### src/setpoint_defs.svh
// constants for the setpoint detect and output update block
`ifndef SETPOINT_DEFS_SVH
`define SETPOINT_DEFS_SVH
// ----------------------------------------
// sizes
// ----------------------------------------
`define SP_COUNT 16
`define SP_IDX_W 4
`define SP_DATA_W 16
`define SP_PORT_W 8
`define SP_DAC_COUNT 4
`define SP_TIMER_COUNT 4
// ----------------------------------------
// timing
// ----------------------------------------
`define SP_CLK_MHZ 125
`define SP_DAC_SHIFT_NS 1000
`define SP_DAC_CONV_NS 2000
`define SP_DAC_SHIFT_CYC ((`SP_DAC_SHIFT_NS * `SP_CLK_MHZ + 999) / 1000)
`define SP_DAC_CONV_CYC ((`SP_DAC_CONV_NS * `SP_CLK_MHZ) / 1000)
// ----------------------------------------
// reset values
// ----------------------------------------
`define SP_RESULT_RST 16'h0000
`define SP_PORT_RST 8'h00
`endif

### src/setpoint_pkg.sv
// types for the setpoint detect and output update block
package setpoint_pkg;
  // comparison selector
  typedef enum logic [2:0] {
    CMP_INSIDE = 3'b000,
    CMP_OUTSIDE = 3'b001,
    CMP_ABOVE_LOW = 3'b010,
    CMP_BELOW_HIGH = 3'b011,
    CMP_EQUAL_HIGH = 3'b100,
    CMP_HYSTERESIS = 3'b101
  } cmp_mode_t;
  // update target
  typedef enum logic [1:0] {
    TGT_NONE = 2'b00,
    TGT_PORT = 2'b01,
    TGT_DAC = 2'b10,
    TGT_TIMER = 2'b11
  } target_t;
  // update mode
  typedef enum logic {
    UPD_TRUE_ONLY = 1'b0,
    UPD_TRUE_FALSE = 1'b1
  } upd_mode_t;
  // dac shifter states
  typedef enum logic [1:0] {
    DAC_IDLE = 2'b00,
    DAC_SHIFT = 2'b01,
    DAC_CONV = 2'b10
  } dac_state_t;
endpackage
### src/setpoint_dac_link.sv
// analog output channel loader: shift then convert
`timescale 1ns/1ps
`include "setpoint_defs.svh"
module setpoint_dac_link #(
  parameter int SHIFT_CYC = `SP_DAC_SHIFT_CYC,
  parameter int CONV_CYC = `SP_DAC_CONV_CYC
) (
  input wire logic clock_in,
  input wire logic rstn_in,
  input wire logic load_in,
  input wire logic [1:0] chan_in,
  input wire logic [15:0] code_in,
  output logic busy_out,
  output logic done_out,
  output logic [1:0] dac_chan_out,
  output logic [15:0] dac_code_out
);
  // ----------------------------------------
  // state
  // ----------------------------------------
  typedef struct packed {
    setpoint_pkg::dac_state_t st;
    logic [11:0] cnt;
    logic [1:0] chan;
    logic [15:0] code;
    logic [1:0] pend_chan;
    logic [15:0] pend_code;
    logic pend;
    logic done;
  } dac_reg_t;
  dac_reg_t cur_ff;
  dac_reg_t nxt_ff;

  // sequencing; a load while busy is kept so the last value wins
  always_comb begin
    nxt_ff = cur_ff;
    nxt_ff.done = 1'b0;
    if (load_in && cur_ff.st != setpoint_pkg::DAC_IDLE) begin
      nxt_ff.pend = 1'b1;
      nxt_ff.pend_chan = chan_in;
      nxt_ff.pend_code = code_in;
    end
    case (cur_ff.st)
      setpoint_pkg::DAC_IDLE: begin
        if (load_in) begin
          nxt_ff.st = setpoint_pkg::DAC_SHIFT;
          nxt_ff.cnt = 12'(SHIFT_CYC - 1);
          nxt_ff.chan = chan_in;
          nxt_ff.code = code_in;
        end
      end
      setpoint_pkg::DAC_SHIFT: begin
        if (cur_ff.cnt == 12'h000) begin
          nxt_ff.st = setpoint_pkg::DAC_CONV;
          nxt_ff.cnt = 12'(CONV_CYC - 1);
        end else begin
          nxt_ff.cnt = cur_ff.cnt - 12'h001;
        end
      end
      setpoint_pkg::DAC_CONV: begin
        if (cur_ff.cnt == 12'h000) begin
          // conversion finished: output now valid
          nxt_ff.done = 1'b1;
          if (cur_ff.pend || load_in) begin
            nxt_ff.st = setpoint_pkg::DAC_SHIFT;
            nxt_ff.cnt = 12'(SHIFT_CYC - 1);
            nxt_ff.chan = load_in ? chan_in : cur_ff.pend_chan;
            nxt_ff.code = load_in ? code_in : cur_ff.pend_code;
            nxt_ff.pend = 1'b0;
          end else begin
            nxt_ff.st = setpoint_pkg::DAC_IDLE;
          end
        end else begin
          nxt_ff.cnt = cur_ff.cnt - 12'h001;
        end
      end
      default: nxt_ff.st = setpoint_pkg::DAC_IDLE;
    endcase
  end

  // state register
  always_ff @(posedge clock_in or negedge rstn_in) begin
    if (!rstn_in) begin
      cur_ff <= '0;
    end else begin
      cur_ff <= nxt_ff;
    end
  end

  assign busy_out = (cur_ff.st != setpoint_pkg::DAC_IDLE);
  assign done_out = cur_ff.done;
  assign dac_chan_out = cur_ff.chan;
  assign dac_code_out = cur_ff.code;
endmodule

### src/setpoint_detect_output_update.sv
// setpoint detection and output update core
// ----------------------------------------
// Functional notes
// - sixteen results, index zero in lsb
// - status bit follows current comparison
// - inside window uses strict both limits
// - true/false mode applies two values
// - true-only writes only when met
// - true-only triggers on rising detect
// - hysteresis forces two-value updates outside the limits
// - hysteresis low holds until above high
// - no change between hysteresis limits
// - most recent true setpoint wins output
// - port update writes masked bits only
// - sixteen-bit code to one of four dacs
// - timer value loaded on update
// - port updates same cycle as evaluation
// - dac adds shift plus conversion time
// - streaming may delay dac by pacer period
// - counter compares one sixteen-bit half
// - one setpoint per channel, once per scan
// - six comparison kinds offered
// - high and low sixteen-bit limits
// ----------------------------------------
`timescale 1ns/1ps
`include "setpoint_defs.svh"
module setpoint_detect_output_update #(
  parameter int NUM_SP = `SP_COUNT,
  parameter int SHIFT_CYC = `SP_DAC_SHIFT_CYC,
  parameter int CONV_CYC = `SP_DAC_CONV_CYC
) (
  input wire logic clock_in,
  input wire logic rstn_in,
  // acquisition control
  input wire logic arm_in,
  input wire logic sample_valid_in,
  input wire logic [3:0] sample_sp_in,
  input wire logic sample_en_in,
  input wire logic [15:0] sample_in,
  input wire logic sample_is_count_in,
  input wire logic count_high_half_in,
  input wire logic [31:0] count_in,
  input wire logic scan_end_in,
  // setpoint configuration write
  input wire logic cfg_we_in,
  input wire logic [3:0] cfg_sp_in,
  input wire logic [2:0] cfg_cmp_in,
  input wire logic cfg_upd_in,
  input wire logic [1:0] cfg_tgt_true_in,
  input wire logic [1:0] cfg_tgt_false_in,
  input wire logic [15:0] cfg_high_in,
  input wire logic [15:0] cfg_low_in,
  input wire logic [15:0] cfg_val_true_in,
  input wire logic [15:0] cfg_val_false_in,
  input wire logic [7:0] cfg_mask_true_in,
  input wire logic [7:0] cfg_mask_false_in,
  input wire logic [1:0] cfg_sel_true_in,
  input wire logic [1:0] cfg_sel_false_in,
  // results and outputs
  output logic [15:0] setpoint_result_word_out,
  output logic [7:0] setpoint_driven_output_port_out,
  output logic timer_load_out,
  output logic [1:0] timer_sel_out,
  output logic [15:0] timer_value_out,
  output logic dac_load_out,
  output logic dac_busy_out,
  output logic [1:0] dac_chan_out,
  output logic [15:0] dac_code_out
);
  // ----------------------------------------
  // configuration memory
  // ----------------------------------------
  setpoint_pkg::cmp_mode_t cmp_mem [NUM_SP];
  setpoint_pkg::upd_mode_t upd_mem [NUM_SP];
  setpoint_pkg::target_t tgt_t_mem [NUM_SP];
  setpoint_pkg::target_t tgt_f_mem [NUM_SP];
  logic [15:0] hi_mem [NUM_SP]; // high limit
  logic [15:0] lo_mem [NUM_SP]; // low limit
  logic [15:0] vt_mem [NUM_SP]; // true / high value
  logic [15:0] vf_mem [NUM_SP]; // false / low value
  logic [7:0] mt_mem [NUM_SP]; // port mask for true value
  logic [7:0] mf_mem [NUM_SP]; // port mask for false value
  logic [1:0] st_mem [NUM_SP]; // dac or timer select, true
  logic [1:0] sf_mem [NUM_SP]; // dac or timer select, false

  // config writes; no reset, loaded before arming
  always_ff @(posedge clock_in) begin
    if (cfg_we_in) begin
      cmp_mem[cfg_sp_in] <= setpoint_pkg::cmp_mode_t'(cfg_cmp_in);
      upd_mem[cfg_sp_in] <= setpoint_pkg::upd_mode_t'(cfg_upd_in);
      tgt_t_mem[cfg_sp_in] <= setpoint_pkg::target_t'(cfg_tgt_true_in);
      tgt_f_mem[cfg_sp_in] <= setpoint_pkg::target_t'(cfg_tgt_false_in);
      hi_mem[cfg_sp_in] <= cfg_high_in;
      lo_mem[cfg_sp_in] <= cfg_low_in;
      vt_mem[cfg_sp_in] <= cfg_val_true_in;
      vf_mem[cfg_sp_in] <= cfg_val_false_in;
      mt_mem[cfg_sp_in] <= cfg_mask_true_in;
      mf_mem[cfg_sp_in] <= cfg_mask_false_in;
      st_mem[cfg_sp_in] <= cfg_sel_true_in;
      sf_mem[cfg_sp_in] <= cfg_sel_false_in;
    end
  end

  // ----------------------------------------
  // comparison function
  // ----------------------------------------
  // unsigned compare; limits are raw sample codes
  function automatic logic cmp_hit(input setpoint_pkg::cmp_mode_t m,
                                   input logic [15:0] x,
                                   input logic [15:0] hi,
                                   input logic [15:0] lo);
    case (m)
      setpoint_pkg::CMP_INSIDE: cmp_hit = (x < hi) && (x > lo);
      setpoint_pkg::CMP_OUTSIDE: cmp_hit = (x > hi) || (x < lo);
      setpoint_pkg::CMP_ABOVE_LOW: cmp_hit = (x > lo);
      setpoint_pkg::CMP_BELOW_HIGH: cmp_hit = (x < hi);
      setpoint_pkg::CMP_EQUAL_HIGH: cmp_hit = (x == hi);
      default: cmp_hit = 1'b0;
    endcase
  endfunction

  // ----------------------------------------
  // state
  // ----------------------------------------
  typedef struct packed {
    logic [15:0] result; // live status bits
    logic [15:0] hyst_high; // hysteresis: last forced value was high
    logic [15:0] seen; // evaluated in this scan
    logic [7:0] port;
    logic tmr_load;
    logic [1:0] tmr_sel;
    logic [15:0] tmr_val;
  } core_reg_t;
  core_reg_t cur_ff;
  core_reg_t nxt_ff;

  // ----------------------------------------
  // evaluation decode
  // ----------------------------------------
  logic [15:0] x; // sample actually compared
  logic hit; // current condition
  logic prev; // previous status bit
  logic fire; // an update happens now
  logic use_true; // choose true (or high) value set
  logic dac_fire;
  logic [15:0] upd_val;
  logic [1:0] upd_sel;
  logic [7:0] upd_mask;
  setpoint_pkg::target_t upd_tgt;
  setpoint_pkg::cmp_mode_t m;

  // choose the sample and decide whether to update
  always_comb begin
    x = sample_in;
    if (sample_is_count_in) begin
      x = count_high_half_in ? count_in[31:16] : count_in[15:0];
    end
    m = cmp_mem[sample_sp_in];
    prev = cur_ff.result[sample_sp_in];
    hit = 1'b0;
    fire = 1'b0;
    use_true = 1'b0;
    if (m == setpoint_pkg::CMP_HYSTERESIS) begin
      // forced update regardless of update mode
      if (sample_in_hyst_hi(x)) begin
        hit = 1'b1;
        use_true = 1'b1;
        fire = 1'b1;
      end else if (x < lo_mem[sample_sp_in]) begin
        hit = 1'b0;
        use_true = 1'b0;
        fire = 1'b1;
      end else begin
        hit = cur_ff.hyst_high[sample_sp_in];
        fire = 1'b0;
      end
    end else begin
      hit = cmp_hit(m, x, hi_mem[sample_sp_in], lo_mem[sample_sp_in]);
      use_true = hit;
      if (upd_mem[sample_sp_in] == setpoint_pkg::UPD_TRUE_FALSE) begin
        fire = 1'b1;
      end else begin
        fire = hit && !prev;
      end
    end
    // one evaluation per setpoint per scan
    if (!sample_valid_in || !sample_en_in || cur_ff.seen[sample_sp_in] || arm_in) begin
      fire = 1'b0;
    end
    upd_tgt = use_true ? tgt_t_mem[sample_sp_in] : tgt_f_mem[sample_sp_in];
    upd_val = use_true ? vt_mem[sample_sp_in] : vf_mem[sample_sp_in];
    upd_sel = use_true ? st_mem[sample_sp_in] : sf_mem[sample_sp_in];
    upd_mask = use_true ? mt_mem[sample_sp_in] : mf_mem[sample_sp_in];
    dac_fire = fire && (upd_tgt == setpoint_pkg::TGT_DAC);
  end

  // hysteresis upper crossing helper
  function automatic logic sample_in_hyst_hi(input logic [15:0] v);
    sample_in_hyst_hi = (v > hi_mem[sample_sp_in]);
  endfunction

  // ----------------------------------------
  // next state
  // ----------------------------------------
  // samples arrive one per cycle in scan order, so the latest
  // write to a shared output is from the most recent true setpoint
  always_comb begin
    nxt_ff = cur_ff;
    nxt_ff.tmr_load = 1'b0;
    if (arm_in) begin
      nxt_ff.result = `SP_RESULT_RST;
      nxt_ff.hyst_high = 16'h0000;
      nxt_ff.seen = 16'h0000;
    end else begin
      if (scan_end_in) begin
        nxt_ff.seen = 16'h0000;
      end
      if (sample_valid_in && sample_en_in && !cur_ff.seen[sample_sp_in]) begin
        nxt_ff.seen[sample_sp_in] = 1'b1;
        nxt_ff.result[sample_sp_in] = hit;
        if (m == setpoint_pkg::CMP_HYSTERESIS && fire) begin
          nxt_ff.hyst_high[sample_sp_in] = use_true;
        end
      end
      if (fire) begin
        case (upd_tgt)
          setpoint_pkg::TGT_PORT: begin
            // masked write, only selected bits change
            nxt_ff.port = (cur_ff.port & ~upd_mask) | (upd_val[7:0] & upd_mask);
          end
          setpoint_pkg::TGT_TIMER: begin
            nxt_ff.tmr_load = 1'b1;
            nxt_ff.tmr_sel = upd_sel;
            nxt_ff.tmr_val = upd_val;
          end
          default: begin
          end
        endcase
      end
    end
  end

  // state register
  always_ff @(posedge clock_in or negedge rstn_in) begin
    if (!rstn_in) begin
      cur_ff <= '0;
    end else begin
      cur_ff <= nxt_ff;
    end
  end

  // ----------------------------------------
  // analog output path
  // ----------------------------------------
  // serial load then conversion; a later load replaces a pending one
  setpoint_dac_link #(
    .SHIFT_CYC(SHIFT_CYC),
    .CONV_CYC(CONV_CYC)
  ) u_dac (
    .clock_in(clock_in),
    .rstn_in(rstn_in),
    .load_in(dac_fire),
    .chan_in(upd_sel),
    .code_in(upd_val),
    .busy_out(dac_busy_out),
    .done_out(dac_load_out),
    .dac_chan_out(dac_chan_out),
    .dac_code_out(dac_code_out)
  );

  // ----------------------------------------
  // outputs
  // ----------------------------------------
  assign setpoint_result_word_out = cur_ff.result;
  assign setpoint_driven_output_port_out = cur_ff.port;
  assign timer_load_out = cur_ff.tmr_load;
  assign timer_sel_out = cur_ff.tmr_sel;
  assign timer_value_out = cur_ff.tmr_val;

  // ----------------------------------------
  // checks
  // ----------------------------------------
  a_arm_clears_status: assert property (@(posedge clock_in) disable iff (!rstn_in)
    arm_in |=> setpoint_result_word_out == 16'h0000)
    else $error("status not cleared on arm");
  a_port_masked_write: assert property (@(posedge clock_in) disable iff (!rstn_in)
    (fire && upd_tgt == setpoint_pkg::TGT_PORT) |=>
    ((setpoint_driven_output_port_out & $past(upd_mask)) ==
     ($past(upd_val[7:0]) & $past(upd_mask))))
    else $error("port masked bits wrong");
  a_port_mask_keep: assert property (@(posedge clock_in) disable iff (!rstn_in)
    (fire && upd_tgt == setpoint_pkg::TGT_PORT) |=>
    ((setpoint_driven_output_port_out & ~$past(upd_mask)) ==
     ($past(setpoint_driven_output_port_out) & ~$past(upd_mask))))
    else $error("unmasked port bits changed");
  a_true_only_edge: assert property (@(posedge clock_in) disable iff (!rstn_in)
    (fire && m != setpoint_pkg::CMP_HYSTERESIS &&
     upd_mem[sample_sp_in] == setpoint_pkg::UPD_TRUE_ONLY) |-> (hit && !prev))
    else $error("true-only fired without rising edge");
  a_inside_strict: assert property (@(posedge clock_in) disable iff (!rstn_in)
    (m == setpoint_pkg::CMP_INSIDE && x == hi_mem[sample_sp_in]) |-> !hit)
    else $error("inside window not strict");
  a_hyst_between: assert property (@(posedge clock_in) disable iff (!rstn_in)
    (m == setpoint_pkg::CMP_HYSTERESIS && x <= hi_mem[sample_sp_in] &&
     x >= lo_mem[sample_sp_in]) |-> !fire)
    else $error("hysteresis fired inside window");
  a_timer_pulse: assert property (@(posedge clock_in) disable iff (!rstn_in)
    (fire && upd_tgt == setpoint_pkg::TGT_TIMER) |=>
    (timer_load_out && timer_sel_out == $past(upd_sel) &&
     timer_value_out == $past(upd_val)))
    else $error("timer load missing");
  a_dac_latency: assert property (@(posedge clock_in) disable iff (!rstn_in)
    (dac_fire && !dac_busy_out) |-> ##[1:400] dac_load_out)
    else $error("dac update too slow");
  // arming must never launch an update from a stale sample
  a_arm_no_update: assert property (@(posedge clock_in) disable iff (!rstn_in)
    arm_in |-> !fire)
    else $error("update fired while arming");
  // a repeat sample in the same scan is dropped
  a_scan_once: assert property (@(posedge clock_in) disable iff (!rstn_in)
    (sample_valid_in && cur_ff.seen[sample_sp_in]) |-> !fire)
    else $error("second evaluation in one scan");
  // a taken sample lands in its own status bit one cycle later
  a_status_bit: assert property (@(posedge clock_in) disable iff (!rstn_in)
    (sample_valid_in && sample_en_in && !arm_in && !cur_ff.seen[sample_sp_in]) |=>
    (setpoint_result_word_out[$past(sample_sp_in)] == $past(hit)))
    else $error("status bit not updated");
  // hysteresis outside the window always forces an update
  a_hyst_forced: assert property (@(posedge clock_in) disable iff (!rstn_in)
    (sample_valid_in && sample_en_in && !arm_in && !cur_ff.seen[sample_sp_in] &&
     m == setpoint_pkg::CMP_HYSTERESIS &&
     (x > hi_mem[sample_sp_in] || x < lo_mem[sample_sp_in])) |-> fire)
    else $error("hysteresis update not forced");
  // true-and-false mode updates on every taken sample of a non-hysteresis setpoint
  a_true_false_fire: assert property (@(posedge clock_in) disable iff (!rstn_in)
    (sample_valid_in && sample_en_in && !arm_in && !cur_ff.seen[sample_sp_in] &&
     m != setpoint_pkg::CMP_HYSTERESIS &&
     upd_mem[sample_sp_in] == setpoint_pkg::UPD_TRUE_FALSE) |-> fire)
    else $error("true and false update missing");
  // the port is left alone unless a port update fires
  a_port_untouched: assert property (@(posedge clock_in) disable iff (!rstn_in)
    !(fire && upd_tgt == setpoint_pkg::TGT_PORT) |=> $stable(setpoint_driven_output_port_out))
    else $error("port changed without update");
  // conversion done is a single-cycle pulse
  a_dac_done_pulse: assert property (@(posedge clock_in) disable iff (!rstn_in)
    dac_load_out |=> !dac_load_out)
    else $error("dac done pulse too long");
endmodule

### config.mk
export PLATFORM = sky130hd
export DESIGN_NAME = setpoint_detect_output_update
export DESIGN_NICKNAME = d
export VERILOG_FILES = /design/src/setpoint_pkg.sv /design/src/setpoint_dac_link.sv /design/src/setpoint_detect_output_update.sv
export VERILOG_INCLUDE_DIRS = /design/src
export SDC_FILE = /design/constraint.sdc
export NUM_CORES = 2
export LEC_CHECK = 0
export BUFFER_PORTS_ARGS = -buffer_cell sky130_fd_sc_hd__buf_2
export CAP_MARGIN = 20
export CORE_MARGIN = 2
export CORE_UTILIZATION = 40
export DETAILED_ROUTE_END_ITERATION = 6
export SETUP_SLACK_MARGIN = 0.5
export SLEW_MARGIN = 15
export SYNTH_ARGS = -nofsm -noshare
export SYNTH_HDL_FRONTEND = slang
export SYNTH_SLANG_ARGS = --single-unit
### constraint.sdc
create_clock -name clock_in -period 5.4 [get_ports clock_in]
set_input_delay 0.81 -clock clock_in [delete_from_list [all_inputs] [get_ports clock_in]]
set_output_delay 0.81 -clock clock_in [all_outputs]
set_load 0.05 [all_outputs]
Word-level counts from Yosys, hierarchy flattened
Memory sizes are Yosys's and may differ from the RTL's.
Index checks and enable logic that the tools add are counted.
{"block": "op_classes", "n_eq_ne": 16, "n_mux": 55, "order_cmp": 6, "addsub": 1, "n_reduce_logical": 31, "bitwise_logic": 6}
{"operator": "two-way mux 16 bit", "n": 7}
{"operator": "two-way mux 48 bit", "n": 2}
{"operator": "two-way mux 19 bit", "n": 3}
{"operator": "case mux 12 bit (3 select lines)", "n": 1}
{"operator": "case mux 18 bit (2 select lines)", "n": 1}
{"operator": "bitwise mux 16 bit", "n": 2}
{"operator": "greater-than comparator 16 bit", "n": 2}
{"operator": "< comparator 16 bit", "n": 2}
{"operator": "two-way mux 32 bit", "n": 1}
{"operator": "two-way mux 30 bit", "n": 1}
{"operator": "two-way mux 12 bit", "n": 2}
{"operator": "two-way mux 1 bit", "n": 20}
{"operator": "two-way mux 18 bit", "n": 1}
{"operator": "bitwise AND 8 bit", "n": 2}
{"operator": "== test 16 bit", "n": 1}
{"operator": "bitwise OR 16 bit", "n": 1}
{"operator": "two-way mux 2 bit", "n": 7}
{"operator": "binary-select mux 1 bit (select 4 bit)", "n": 3}
{"operator": "logical NOT 12 bit", "n": 1}
{"operator": "AND reduction 3 bit", "n": 4}
{"operator": "subtractor 12 x 1 -> 12 bit (second input constant)", "n": 1}
{"operator": "logical AND 1 bit", "n": 8}
{"operator": "two-way mux 8 bit", "n": 1}
{"operator": "inequality test 2 x 1 -> 1 bit (second input constant)", "n": 4}
{"operator": "22 further kinds", "n": 37}
{"block": "totals", "input_bits": 157, "ff_bits": 127, "memories": 12, "mem_bits_rw": 1472, "wordCells": 142}
{"name": "hi_mem", "words": 16, "width": 16, "read_ports": 1, "rd_clocked_by_memory_dff": 0, "wr": 1, "line": "setpoint_detect_output_update.sv:77", "text": "logic [15:0] hi_mem [NUM_SP];"}
{"name": "lo_mem", "words": 16, "width": 16, "read_ports": 1, "rd_clocked_by_memory_dff": 0, "wr": 1, "line": "setpoint_detect_output_update.sv:78", "text": "logic [15:0] lo_mem [NUM_SP];"}
{"name": "vf_mem", "words": 16, "width": 16, "read_ports": 1, "rd_clocked_by_memory_dff": 0, "wr": 1, "line": "setpoint_detect_output_update.sv:80", "text": "logic [15:0] vf_mem [NUM_SP];"}
{"name": "vt_mem", "words": 16, "width": 16, "read_ports": 1, "rd_clocked_by_memory_dff": 0, "wr": 1, "line": "setpoint_detect_output_update.sv:79", "text": "logic [15:0] vt_mem [NUM_SP];"}
{"name": "mf_mem", "words": 16, "width": 8, "read_ports": 1, "rd_clocked_by_memory_dff": 0, "wr": 1, "line": "setpoint_detect_output_update.sv:82", "text": "logic [7:0] mf_mem [NUM_SP];"}
{"name": "mt_mem", "words": 16, "width": 8, "read_ports": 1, "rd_clocked_by_memory_dff": 0, "wr": 1, "line": "setpoint_detect_output_update.sv:81", "text": "logic [7:0] mt_mem [NUM_SP];"}
{"name": "6 more memories"}

Longest topological paths before layout
{"block": "logic_depth", "word_depth": 16, "mapped_depth": 24}

Modules after synthesis
From an unflattened synthesis, not the netlist that was laid out.
{"block": "unflattened", "cells_unflattened": 2865, "area_unflattened_um2": 63502.2}
{"mod": "setpoint_detect_output_update", "n_inst": 1, "area_each_um2": 60635.7, "seq_area_each_um2": 46079.2, "cells_each": 2623}
{"mod": "setpoint_dac_link", "n_inst": 1, "area_each_um2": 2866.5, "seq_area_each_um2": 1301.2, "cells_each": 242}

Worst setup path before layout
OpenSTA, ideal clock, no wires.
{"block": "synth_path", "path_kind": "input port to flip-flop", "start": "input cfg_sp_in[2]", "end": "memory cmp_mem[0][0] in the netlist's numbering (enable)", "t_arrival_ps": 7550, "required_time_ps": 4743, "path_stages": 2, "path_slack_ps": -2807, "path_cell_list": "or3b_2 -> nor3_1"}
{"item": "start: declaration", "line": "setpoint_detect_output_update.sv:46", "text": "input wire logic [3:0] cfg_sp_in,"}
{"item": "end: declaration", "line": "setpoint_detect_output_update.sv:73", "text": "setpoint_pkg::cmp_mode_t cmp_mem [NUM_SP];"}
No word-level cell before the write port.

==> results.toml <==
[grt]
grt_pass1_vias = 32060
grt_start_max_net_pins = 93
grt_pass1_wl_um = 228100
antenna_found_initial = 49
track_usage_pct = 19.40
overflow = 0

[clock_tree]
ctsRootBufferMaster = "clkbuf_16"
clock_latency_ns = 0.83
cts_tree = "yes"
htreeDepth = 4
ctsHoldBuffers = 0
clk_pin_slew_ns = 0.06
ctsLongestPathBuffers = 3
cts_made_buffers = 163
clkSinkCount = 1599

[run]
drv_cap = 0

[drt]
totalWireLength_um = 157400
dr.pass1.iters = 5
avgViaCountPerCell = 5.687
routedWlPerCell_um = 28.67
drt_iter0_drc = 3336
remaining_drc_errors = 0
ant_nets = 0
vias = 31230

[power_and_ir_drop]
p_sw_mw = 7.031
p_int_mw = 21.44
peakVddDrop_mv = 0.2941
comb_power_share_pct = 10.9
swShare_pct = 24.69
clkPwrFrac_pct = 39.0
seqPwrFrac_pct = 50.1
power_density_nw_per_um2 = 386.1
total_leakage_power_nw = 24.49

[worst_setup_path]
crit_fanout = 16
r2r_slack_ns = 0.77
reg2reg_from = "lo_mem[10][13]"
crit_type = "in2reg"
cp.arrival_ns = 5.43
reg2reg_depth = 14
start_kind = "primary input"
required_ns = 6.09
worstSetupEndpointType = "flop"

[sta]
rsz0062_at_grt = "no"
max_freq_mhz = 211.3
timing.final.ws_setup_ns = 0.6681
setup_violations = 0
min_period_ns = 4.732
relSlewSlack_pct = 24.51
post-route-period-util_pct = 87.63
maxSlewViolCount = 0
hold_viol = 0
finClkSkew_ns = 0.06809
worstMarginPinSlew_ns = 1.132
timing.setup.tns_ns = 0

[floorplanning]
die_area_um2 = 162500
ioPinCount = 220
die_w_um = 403.1
num_rows = 146
fp.coreArea_um2 = 158400
chipHeight_um = 403.1
start_util_pct = 40.24

[logic_synthesis]
yosys.area.top_type_share_pct = 69.36
synth_edf_count = 1472
dominantRegCellSynth = "edfxtp_1"
synth_area_um2 = 63720
seq_area_frac_synth_pct = 74.35
syn_avg_cell_area_um2 = 21.78
ys.warnings.count = 0
ys_types = 74
syn-num-nets = 3121
synth.area.top_cells = "edfxtp_1, mux4_2, dfrtp_1"
ys_ff_latch = 1599
synth-async-reset-ratio_pct = 7.942
synth_area_leader_cell = "edfxtp_1"
synthCells = 2926

[finish]
n_fill_cell = 12930
drive_gt1_share_pct = 35.91
final_cell_mix = "edfxtp_1, mux4_2, buf_2"
area_delta_synth_final_pct = 15.74
register_area_um2 = 47380
layout_commonest_cell = "edfxtp_1"
utilization_pct = 46.57
final_cells = 5491
final_nets = 3469
multiInputGateArea_um2 = 15370

[run_status]
status = "finished clean"

[placed_design]
place_inst = 5177
hpwlAfterDp_um = 86750
numPortBuffers = 219
pre_cts_slack_ns = -0.1777
finalWeightedCongestion = 0.7773

[min_path]
hold_class = "in2async"
## cell usage after synthesis, drive strengths merged, types with 28 or more instances
| master | number |
|---|---|
| edfxtp | 1472 |
| mux4 | 472 |
| dfrtp | 127 |
| buf | 124 |
| clkbuf | 84 |
| nor2 | 77 |
| mux2 | 68 |
| a21oi | 63 |
| inv | 44 |
| mux2i | 44 |
| nor3 | 41 |
| nand2 | 40 |
| ha | 38 |
| nand4 | 30 |
| o21ai | 28 |
## state kept, by name, indices dropped and copies added (netlist names), 33 cells and up, named ones only
signal        count
hi_mem          256
mt_mem          128
vf_mem          256
mf_mem          128
lo_mem          256
vt_mem          256
u_dac.cur_ff     33
cmp_mem          48
## critical path, cell delays in order
cell and delay (ns):
buf_8 0.17, buf_12 0.21, mux4_2 0.53, mux4_2 0.48, inv_1 0.10, ha_1 0.17, nand4_1 0.18, or2_2 0.41
o31ai_1 0.56, o31ai_1 0.15, buf_4 0.17, a211oi_4 0.32, buf_12 0.19, buf_12 0.19, mux2_2 0.42, mux2_2 0.28
## cell families after synthesis
| family | share of synthesized area, % |
|---|---|
| flops | 74.35 |
| mux | 18.61 |
| buf+inv | 2.020 |
| simple gates | 2.018 |
| compound gates | 2.244 |
| fa+ha+maj | 0.7461 |
| xor+xnor | 0.01375 |
## worst max-delay path by stage
stage | from | end | slack [ns] | cells past startpoint
2_1_floorplan | sample_sp_in[0] | u_dac.cur_ff[38] | -0.40 | 22
3_3_place_gp | sample_sp_in[0] | flop | -0.13 | 18
3_5_place_dp | sample_sp_in[0] | flop | -0.18 | 17
4_1_cts | sample_sp_in[0] | flop | 0.68 | 17
5_1_grt | sample_sp_in[0] | flop | 0.51 | 18
6_report | sample_sp_in[0] | flop | 0.67 | 16
## stage by stage
step / cell area, um^2 / total power [mW] / hold slack [ns]
after floorplan: 64270 / 16.69 / 0.4408
after global placement: 68390 / 17.63 / 0.4595
after detailed placement: 68390 / 17.67 / 0.4690
after CTS: 73670 / 28.74 / 0.03461
after global routing: 73750 / 29.44 / 0.05481
final: 73760 / 28.47 / 0.04042
## what timing repair did
item                       CTS  global route
setup endpoints to repair    0            45
gates resized for setup      0             4
setup buffers                0             1
## power by group through the flow
stage	clock network, mW	registers [mW]	logic (mW)
detailed placement	0	14.5	3.14
global placement	0	14.5	3.10
global route	11.8	14.3	3.32
CTS	11.3	14.3	3.14
finish	11.1	14.3	3.11
floorplan	0	14.4	2.28
## layout make-up
type / count / area share, %
clock buffers: 211 / 5.844
multi-input cells: 1073 / 20.84
flip-flops and latches: 1599 / 64.24
diodes: 8 / 0.02714
clock inverters: 91 / 1.313
repair buffers: 391 / 3.975
well taps: 2072 / 3.515
inverters: 46 / 0.2443
## routing by layer
metal	vias up	wire length [um]	GRT usage, %
li1	12980	-	-
met1	16950	67720	27.37
met2	1007	75530	30.75
met3	243	11170	4.763
met4	44	2752	4.212
met5	-	273	0
Power figures use the tool's default switching activity.
